### config.mk
export PLATFORM = sky130hd
export DESIGN_NAME = mulx_exec
export DESIGN_NICKNAME = d
export VERILOG_FILES = /design/src/mulx_pkg.sv /design/src/mulx_cost_if.sv /design/src/mulx_cost.sv /design/src/mulx_exec.sv
export SDC_FILE = /design/constraint.sdc
export NUM_CORES = 2
export LEC_CHECK = 0
export CELL_PAD_IN_SITES_DETAIL_PLACEMENT = 1
export CELL_PAD_IN_SITES_GLOBAL_PLACEMENT = 2
export CORE_ASPECT_RATIO = 0.7
export CORE_MARGIN = 2
export CORE_UTILIZATION = 45
export CTS_CLUSTER_SIZE = 40
export DETAILED_ROUTE_END_ITERATION = 7
export DONT_BUFFER_PORTS = 1
export HOLD_SLACK_MARGIN = 0.08
export PLACE_DENSITY = 0.86
export SYNTH_ARGS = -nofsm -noshare
export SYNTH_HDL_FRONTEND = slang
export SYNTH_SLANG_ARGS = --single-unit
export TNS_END_PERCENT = 50
### constraint.sdc
create_clock -name mclk_i -period 12.9 [get_ports mclk_i]
set_clock_uncertainty 0.2 [all_clocks]
set_input_delay 1.29 -clock mclk_i [delete_from_list [all_inputs] [get_ports mclk_i]]
set_output_delay 1.29 -clock mclk_i [all_outputs]
set_load 0.02 [all_outputs]
### src/mulx_pkg.sv
package mulx_pkg;
	// operation codes presented by the decode stage
	typedef enum logic [2:0] {
		MULX_OP_NONE = 3'h0,
		MULX_OP_MPY = 3'h1,
		MULX_OP_MPY_SHORT = 3'h2,
		MULX_OP_MPY_LONG = 3'h3,
		MULX_OP_MULTIPLY_ADD_PREVIOUS_INSTR = 3'h4,
		MULX_OP_MULTIPLY_SUBTRACT_PREVIOUS_INSTR = 3'h5,
		MULX_OP_COEFFICIENT_TABLE_MULTIPLY_ACCUMULATE = 3'h6,
		MULX_OP_MAR = 3'h7
	} mulx_op_e;
	localparam int MULX_DATA_W = 16;
	localparam int MULX_ACC_W = 32;
	localparam int MULX_T1_W = 5;
	localparam int MULX_T2_W = 4;
	localparam int MULX_AR_NUM = 8;
	localparam int MULX_ARP_W = 3;
	localparam int MULX_CNT_W = 8;
	localparam int MULX_WAIT_W = 4;
	localparam int MULX_SHORT_W = 13;
	localparam int MULX_SHIFT_W = 2;
	localparam logic [MULX_ACC_W-1:0] MULX_ACC_RST = 32'h0;
	localparam logic [MULX_DATA_W-1:0] MULX_T0_RST = 16'h0;
	localparam logic [MULX_ARP_W-1:0] MULX_ARP_RST = 3'h0;
	// base cycle figures
	localparam int MULX_CYC_ONE = 1;
	localparam int MULX_CYC_TWO = 2;
endpackage
### src/mulx_cost_if.sv
`timescale 1ns/1ps
interface mulx_cost_if;
	import mulx_pkg::*;
	logic start;
	mulx_op_e op;
	logic [MULX_CNT_W-1:0] reps;
	logic [MULX_WAIT_W-1:0] pwait;
	logic code_ext;
	logic same_sa;
	logic both_same_sa;
	logic busy;
	logic last;
	logic rejected;
	modport ctl (output start, op, reps, pwait, code_ext, same_sa,
		both_same_sa, input busy, last, rejected);
	modport cost (input start, op, reps, pwait, code_ext, same_sa,
		both_same_sa, output busy, last, rejected);
endinterface

### src/mulx_cost.sv
`timescale 1ns/1ps
// counts out the cycle cost of one multiply-class instruction
module mulx_cost
	import mulx_pkg::*;
(
	input wire logic mclk_i,
	input wire logic srst_i,
	mulx_cost_if.cost cif
);
	logic [MULX_CNT_W+MULX_WAIT_W+1:0] cnt_q;
	logic [MULX_CNT_W+MULX_WAIT_W+1:0] cost_d;
	logic busy_q;
	logic rej_q;
	logic [MULX_CNT_W+MULX_WAIT_W+1:0] n;
	logic [MULX_CNT_W+MULX_WAIT_W+1:0] p;
	logic refuse;
	// sized copies keep the cost arithmetic at the counter's width
	localparam int COST_W = MULX_CNT_W + MULX_WAIT_W + 2;
	localparam logic [COST_W-1:0] C_ONE = COST_W'(MULX_CYC_ONE);
	localparam logic [COST_W-1:0] C_TWO = COST_W'(MULX_CYC_TWO);

	assign n = {{(MULX_WAIT_W+2){1'b0}}, cif.reps};
	assign refuse = cif.reps != '0 && (cif.op == MULX_OP_MPY_SHORT ||
		cif.op == MULX_OP_MPY_LONG);
	assign p = cif.code_ext ? {{(MULX_CNT_W+2){1'b0}}, cif.pwait} : '0;

	always_comb begin
		cost_d = '0;
		unique case (cif.op)
			MULX_OP_COEFFICIENT_TABLE_MULTIPLY_ACCUMULATE: begin
				if (n == '0)
					cost_d = cif.both_same_sa ? C_TWO + C_ONE : C_TWO;
				else if (cif.both_same_sa)
					cost_d = (n << 1) + C_ONE;
				else
					cost_d = n + C_ONE;
			end
			MULX_OP_MPY, MULX_OP_MULTIPLY_ADD_PREVIOUS_INSTR, MULX_OP_MULTIPLY_SUBTRACT_PREVIOUS_INSTR: begin
				if (n == '0)
					cost_d = cif.same_sa ? C_TWO : C_ONE;
				else
					cost_d = cif.same_sa ? n + C_ONE : n;
			end
			MULX_OP_MPY_SHORT: cost_d = C_ONE + p;
			MULX_OP_MPY_LONG: cost_d = C_TWO + (p << 1);
			MULX_OP_MAR: cost_d = (n == '0) ? C_ONE : n;
			MULX_OP_NONE: cost_d = C_ONE;
		endcase
	end

	always_ff @(posedge mclk_i) begin
		if (srst_i) begin
			cnt_q <= '0;
			busy_q <= 1'b0;
		end else if (cif.start && !busy_q && !refuse) begin
			cnt_q <= cost_d - 1'b1;
			busy_q <= 1'b1;
		end else if (busy_q) begin
			if (cnt_q == '0)
				busy_q <= 1'b0;
			else
				cnt_q <= cnt_q - 1'b1;
		end
	end

	// immediates refuse the repeat mechanism
	always_ff @(posedge mclk_i) begin
		if (srst_i)
			rej_q <= 1'b0;
		else
			rej_q <= cif.start && !busy_q && refuse;
	end

	assign cif.busy = busy_q;
	assign cif.last = busy_q && cnt_q == '0;
	assign cif.rejected = rej_q;
endmodule // mulx_cost

### src/mulx_exec.sv
`timescale 1ns/1ps
module mulx_exec
	import mulx_pkg::*;
#(
	parameter int DATA_W = MULX_DATA_W,
	parameter int ACC_W = MULX_ACC_W
) (
	// clock and reset
	input wire logic mclk_i,
	input wire logic srst_i,
	// instruction issue
	input wire logic start_i,
	input wire mulx_op_e op_i,
	input wire logic [MULX_CNT_W-1:0] reps_i,
	input wire logic [MULX_WAIT_W-1:0] pwait_i,
	input wire logic code_ext_i,
	input wire logic same_sa_i,
	input wire logic both_same_sa_i,
	// operands
	input wire logic [DATA_W-1:0] data_i,
	input wire logic [DATA_W-1:0] coef_i,
	input wire logic [DATA_W-1:0] imm_i,
	input wire logic post_inc_i,
	input wire logic next_arp_en_i,
	input wire logic [MULX_ARP_W-1:0] next_arp_i,
	// multiplier operand load
	input wire logic t0_load_i,
	input wire logic [DATA_W-1:0] t0_data_i,
	input wire logic compat_bit_i,
	input wire logic [MULX_SHIFT_W-1:0] pm_i,
	// results
	output logic busy_o,
	output logic done_o,
	output logic rejected_o,
	output logic [ACC_W-1:0] acc_o,
	output logic [ACC_W-1:0] prod_o,
	output logic [DATA_W-1:0] t0_o,
	output logic [MULX_T1_W-1:0] t1_o,
	output logic [MULX_T2_W-1:0] t2_o,
	output logic [MULX_ARP_W-1:0] arp_o,
	output logic [MULX_ARP_W-1:0] arb_o,
	output logic [DATA_W-1:0] ar_cur_o
);
	if (ACC_W != 2 * DATA_W || DATA_W <= MULX_SHORT_W) begin : g_bad_width
		$error("mulx_exec: unsupported data or accumulator width");
	end

	typedef enum logic [1:0] {
		MULX_ST_IDLE = 2'b01,
		MULX_ST_RUN = 2'b10
	} mulx_st_e;

	mulx_cost_if cif();
	mulx_cost u_cost (
		.mclk_i(mclk_i),
		.srst_i(srst_i),
		.cif(cif)
	);

	mulx_st_e st_q;
	mulx_op_e op_q;
	logic [ACC_W-1:0] acc_q;
	logic [ACC_W-1:0] prod_q;
	logic [DATA_W-1:0] t0_q;
	logic [MULX_T1_W-1:0] t1_q;
	logic [MULX_T2_W-1:0] t2_q;
	logic [MULX_ARP_W-1:0] arp_q;
	logic [MULX_ARP_W-1:0] arb_q;
	logic [DATA_W-1:0] ar_q [MULX_AR_NUM];
	logic done_q;
	logic step;
	logic [DATA_W-1:0] opnd;
	logic [ACC_W-1:0] prod_new;
	logic [ACC_W-1:0] prod_shf;
	logic is_imm;

	assign is_imm = op_i == MULX_OP_MPY_SHORT || op_i == MULX_OP_MPY_LONG;
	assign cif.start = start_i && st_q == MULX_ST_IDLE;
	assign cif.op = op_i;
	assign cif.reps = reps_i;
	assign cif.pwait = pwait_i;
	assign cif.code_ext = code_ext_i;
	assign cif.same_sa = same_sa_i;
	assign cif.both_same_sa = both_same_sa_i;

	// results are applied once at issue; the counter models occupancy
	// a repeated immediate reaches the cost block only to be refused there
	assign step = cif.start && !(is_imm && reps_i != '0);

	always_comb begin
		opnd = data_i;
		if (op_i == MULX_OP_COEFFICIENT_TABLE_MULTIPLY_ACCUMULATE)
			opnd = coef_i;
		else if (op_i == MULX_OP_MPY_SHORT)
			opnd = {{(DATA_W-MULX_SHORT_W){imm_i[MULX_SHORT_W-1]}},
				imm_i[MULX_SHORT_W-1:0]};
		else if (op_i == MULX_OP_MPY_LONG)
			opnd = imm_i;
	end

	assign prod_new = $signed(op_i == MULX_OP_COEFFICIENT_TABLE_MULTIPLY_ACCUMULATE ? data_i : t0_q) *
		$signed(opnd);

	always_comb begin
		prod_shf = prod_q;
		unique case (pm_i)
			2'h0: prod_shf = prod_q;
			2'h1: prod_shf = prod_q << 1;
			2'h2: prod_shf = prod_q << 4;
			2'h3: prod_shf = ACC_W'($signed(prod_q) >>> 6);
		endcase
	end

	always_ff @(posedge mclk_i) begin
		if (srst_i)
			st_q <= MULX_ST_IDLE;
		else if (step)
			st_q <= MULX_ST_RUN;
		else if (st_q == MULX_ST_RUN && cif.last)
			st_q <= MULX_ST_IDLE;
	end

	always_ff @(posedge mclk_i) begin
		if (srst_i)
			op_q <= MULX_OP_NONE;
		else if (step)
			op_q <= op_i;
	end

	always_ff @(posedge mclk_i) begin
		if (srst_i)
			done_q <= 1'b0;
		else
			done_q <= st_q == MULX_ST_RUN && cif.last;
	end

	always_ff @(posedge mclk_i) begin
		if (srst_i) begin
			acc_q <= MULX_ACC_RST;
			prod_q <= '0;
		end else if (step && op_i != MULX_OP_MAR && op_i != MULX_OP_NONE) begin
			prod_q <= prod_new;
			if (op_i == MULX_OP_MULTIPLY_ADD_PREVIOUS_INSTR || op_i == MULX_OP_COEFFICIENT_TABLE_MULTIPLY_ACCUMULATE)
				acc_q <= acc_q + prod_shf;
			else if (op_i == MULX_OP_MULTIPLY_SUBTRACT_PREVIOUS_INSTR)
				acc_q <= acc_q - prod_shf;
		end
	end

	// table multiply loads the data word into the operand register
	always_ff @(posedge mclk_i) begin
		if (srst_i) begin
			t0_q <= MULX_T0_RST;
			t1_q <= '0;
			t2_q <= '0;
		end else if (t0_load_i || (step && op_i == MULX_OP_COEFFICIENT_TABLE_MULTIPLY_ACCUMULATE)) begin
			t0_q <= t0_load_i ? t0_data_i : data_i;
			if (!compat_bit_i) begin
				t1_q <= t0_load_i ? t0_data_i[MULX_T1_W-1:0] :
					data_i[MULX_T1_W-1:0];
				t2_q <= t0_load_i ? t0_data_i[MULX_T2_W-1:0] :
					data_i[MULX_T2_W-1:0];
			end
		end
	end

	always_ff @(posedge mclk_i) begin
		if (srst_i) begin
			arp_q <= MULX_ARP_RST;
			arb_q <= MULX_ARP_RST;
		end else if (step && next_arp_en_i) begin
			arb_q <= arp_q;
			arp_q <= next_arp_i;
		end
	end

	generate
		for (genvar i = 0; i < MULX_AR_NUM; i++) begin : g_ar
			always_ff @(posedge mclk_i) begin
				if (srst_i)
					ar_q[i] <= '0;
				else if (step && post_inc_i && arp_q == MULX_ARP_W'(i))
					ar_q[i] <= ar_q[i] + 1'b1;
			end
		end
	endgenerate

	always_ff @(posedge mclk_i) begin
		if (srst_i) begin
			busy_o <= 1'b0;
			done_o <= 1'b0;
			rejected_o <= 1'b0;
			ar_cur_o <= '0;
		end else begin
			busy_o <= cif.busy;
			done_o <= done_q;
			rejected_o <= cif.rejected;
			ar_cur_o <= ar_q[arp_q];
		end
	end

	assign acc_o = acc_q;
	assign prod_o = prod_q;
	assign t0_o = t0_q;
	assign t1_o = t1_q;
	assign t2_o = t2_q;
	assign arp_o = arp_q;
	assign arb_o = arb_q;
endmodule // mulx_exec

==> results_dict.tcl <==
set metrics [dict create \
    syn_area_per_cell_um2 8.95 \
    holdBufCountCts 0 \
    worst_ep_required_time_ns 13.22 \
    grt_usage_pct 28.4 \
    setup_viol 0 \
    final_cell_area_um2 27800 \
    layout-drive-gt1-share_pct 5.58 \
    stdcell_count 3633 \
    rows 73 \
    status "finished clean" \
    slew_viol_final 0 \
    pin_count 208 \
    setup.worst_path.start_class "input pin" \
    placedCellCount 3579 \
    cts_root_buffer "clkbuf_16" \
    power_w 0.00555 \
    first_iter_violations 1529 \
    avgViaCountPerCell 5.90 \
    yosysSeqAreaShare_pct 24.6 \
    tns_ns 0 \
    hp-class "reg2reg" \
    hold_viol 0 \
    layout.nets 3343 \
    io_buffers 0 \
    final_cell_mix "401 x nor2_1, 369 x nand2_1, 323 x inv_1, 263 x fa_1, 165 x a21oi_1" \
    synth_edf_count 128 \
    end_kind "flip-flop" \
    critPathArrivalTime_ns 10.20 \
    ir_drop_v 0.000165 \
    fin_crit_sh_pct 76.6 \
    p_leak_nw 11.9 \
    dp_hpwl_mm 67.6 \
    synth-xor-area-share_pct 7.02 \
    critPathKind "in2reg" \
    fmax_ghz 0.101 \
    gp_congestion 0.914 \
    dieArea_um2 59900 \
    die_h_um 205 \
    grt_pass1_vias 22421 \
    yosys_warnings 0 \
    cap_viol_max_count 0 \
    antenna_found_initial 2 \
    die_x_um 292 \
    wl_mm 84.3 \
    tightestPinTransition_ns 1.20 \
    synth_fp_nets 3398 \
    grt_max_degree 128 \
    cts_buffer_depth 3 \
    power_density_nw_per_um2 199 \
    crit_fanout 42 \
    ys_types 79 \
    async_flop_share_pct 0 \
    coreArea_um2 57000 \
    cts_tree "built" \
    ant_nets 0 \
    hold_ws_ns 0.291 \
    n_antenna_cell 0 \
    dpl_cell_area_um2 26800 \
    overflow 0 \
    dr.pass1.iters 5 \
    cts_sinks 257 \
    synth_compound_area_share_pct 10.3 \
    relSlewSlack_pct 17.5 \
    syn_inst 2915 \
    synthMuxAreaShare_pct 6.55 \
    vias 21444 \
    synth_top_family_by_area "adder cells" \
    period_needed_ns 9.88 \
    clk_latency_ns 0.60 \
    cts_buffers 29 \
    synth_area_um2 26100 \
    cts_max_level 1 \
    initial_core_util_pct 45.8 \
    ctsResizeCount 0 \
    wl_per_cell_um 23.2 \
    remaining_drc_errors 0 \
    cts_setup_buffers 0 \
    grt_pass1_wl_mm 132 \
    areaGrowthSynthToFinish_pct 6.62 \
    rsz0062_at_grt "no" \
    cts.clk_slew.worst_paths_ns 0.06 \
    synthFlopType "dfxtp_1" \
    ys_seq_elements 257 \
    synth-simple-area-share_pct 18.6 \
    mostFrequentLayoutCell "nor2_1" \
    synthAdderAreaFrac_pct 26.2 \
]
-- power breakdown --
part / internal, W / switching, W / total (W)
registers: 0.000932 / 0.000193 / 0.00112
clock network: 0.000513 / 0.000362 / 0.000875
logic: 0.00147 / 0.00208 / 0.00355
total: 0.00291 / 0.00263 / 0.00555
-- final timing paths --
path                            startpoint  cells after the start  slack, ns          to
worst max-delay path               op_i[0]                     24       3.02  prod_o[30]
worst min-delay path                done_q                      1       0.29      done_o
worst max register to register     t0_o[3]                     21       4.83  prod_o[30]
worst min register to register      done_q                      1       0.29      done_o
-- per-layer routing --
layer / global-route usage (%) / share of wire (%) / up-vias
met5: 0 / 0 / -
met4: 4.68 / 1.7 / 0
met3: 8.34 / 9.5 / 86
met2: 43.0 / 43 / 673
met1: 40.7 / 46 / 11015
li1: - / - / 9670
-- cells by family (layout without fill, tap and decap cells) --
family,after synthesis,after routing
compound gates,427,427
xor+xnor,209,209
fa+ha+maj,389,389
buf+inv,449,417
flops,257,257
mux,94,94
simple gates,1090,1090
-- sequential cells by signal, summed over array words and instances, names as in the netlist, 3 cells and up --
register / count
ar_q: 128
acc_o: 32
prod_o: 32
ar_cur_o: 16
t0_o: 16
u_cost.cnt_q: 14
t1_o: 5
arb_o: 3
arp_o: 3
-- stage by stage --
step / worst slack, ns / utilization [%]
6_report: 3.02 / 48.8
5_1_grt: 2.52 / 48.8
4_1_cts: 3.15 / 48.8
3_5_place_dp: 2.57 / 47.1
3_3_place_gp: 2.88 / 47.1
2_1_floorplan: 3.84 / -
-- cell usage after synthesis, types with 7 or more instances --
cell / instances / area [um^2]
o21a_1: 8 / 60.1
nor2b_1: 12 / 75.1
xnor2_1: 110 / 963
o21bai_1: 7 / 52.6
o31ai_1: 13 / 97.6
or3_1: 11 / 68.8
nor4_1: 8 / 50.1
a21o_1: 51 / 383
nand2_1: 369 / 1390
o21ai_0: 56 / 280
o21ai_1: 8 / 40.0
mux4_2: 51 / 1150
and2_1: 14 / 87.6
dfxtp_1: 129 / 2580
xor2_1: 99 / 867
edfxtp_1: 128 / 3840
mux2i_1: 35 / 350
and3_1: 55 / 344
nand3_1: 86 / 430
mux4_1: 8 / 210
inv_1: 323 / 1210
a211oi_1: 26 / 195
clkbuf_1: 106 / 398
nor2_1: 402 / 1510
a31oi_1: 15 / 93.8
nand2b_1: 22 / 138
nand3b_1: 7 / 52.6
nor3_1: 29 / 145
buf_1: 9 / 33.8
nand4_1: 38 / 238
a21oi_1: 165 / 826
ha_1: 126 / 1580
fa_1: 263 / 5270
or2_2: 9 / 56.3
-- cell type report --
cell class / count / area [um^2]
tap: 750 / 938
multi-input combinational: 2209 / 18000
clock inverter: 11 / 166
inverter: 324 / 1220
fill: 6620 / 29200
sequential: 257 / 6430
timing repair buffer: 39 / 293
clock buffer: 43 / 808
-- critical path, cell delays in order --
cell	delay, ns
nand2b_1	0.66
nor2_4	0.31
buf_4	0.46
mux2i_1	1.04
nor2_1	0.16
fa_1	0.50
fa_1	0.52
ha_1	0.15
inv_1	0.05
fa_1	0.49
inv_1	0.06
fa_1	0.52
inv_1	0.05
fa_1	0.52
inv_1	0.04
ha_1	0.33
a2111oi_0	0.40
o21ai_0	0.28
a41oi_1	0.66
a211oi_1	0.23
o32ai_1	0.59
o21bai_1	0.17
or4b_1	0.49
a31oi_1	0.17
Power figures use the tool's default switching activity.
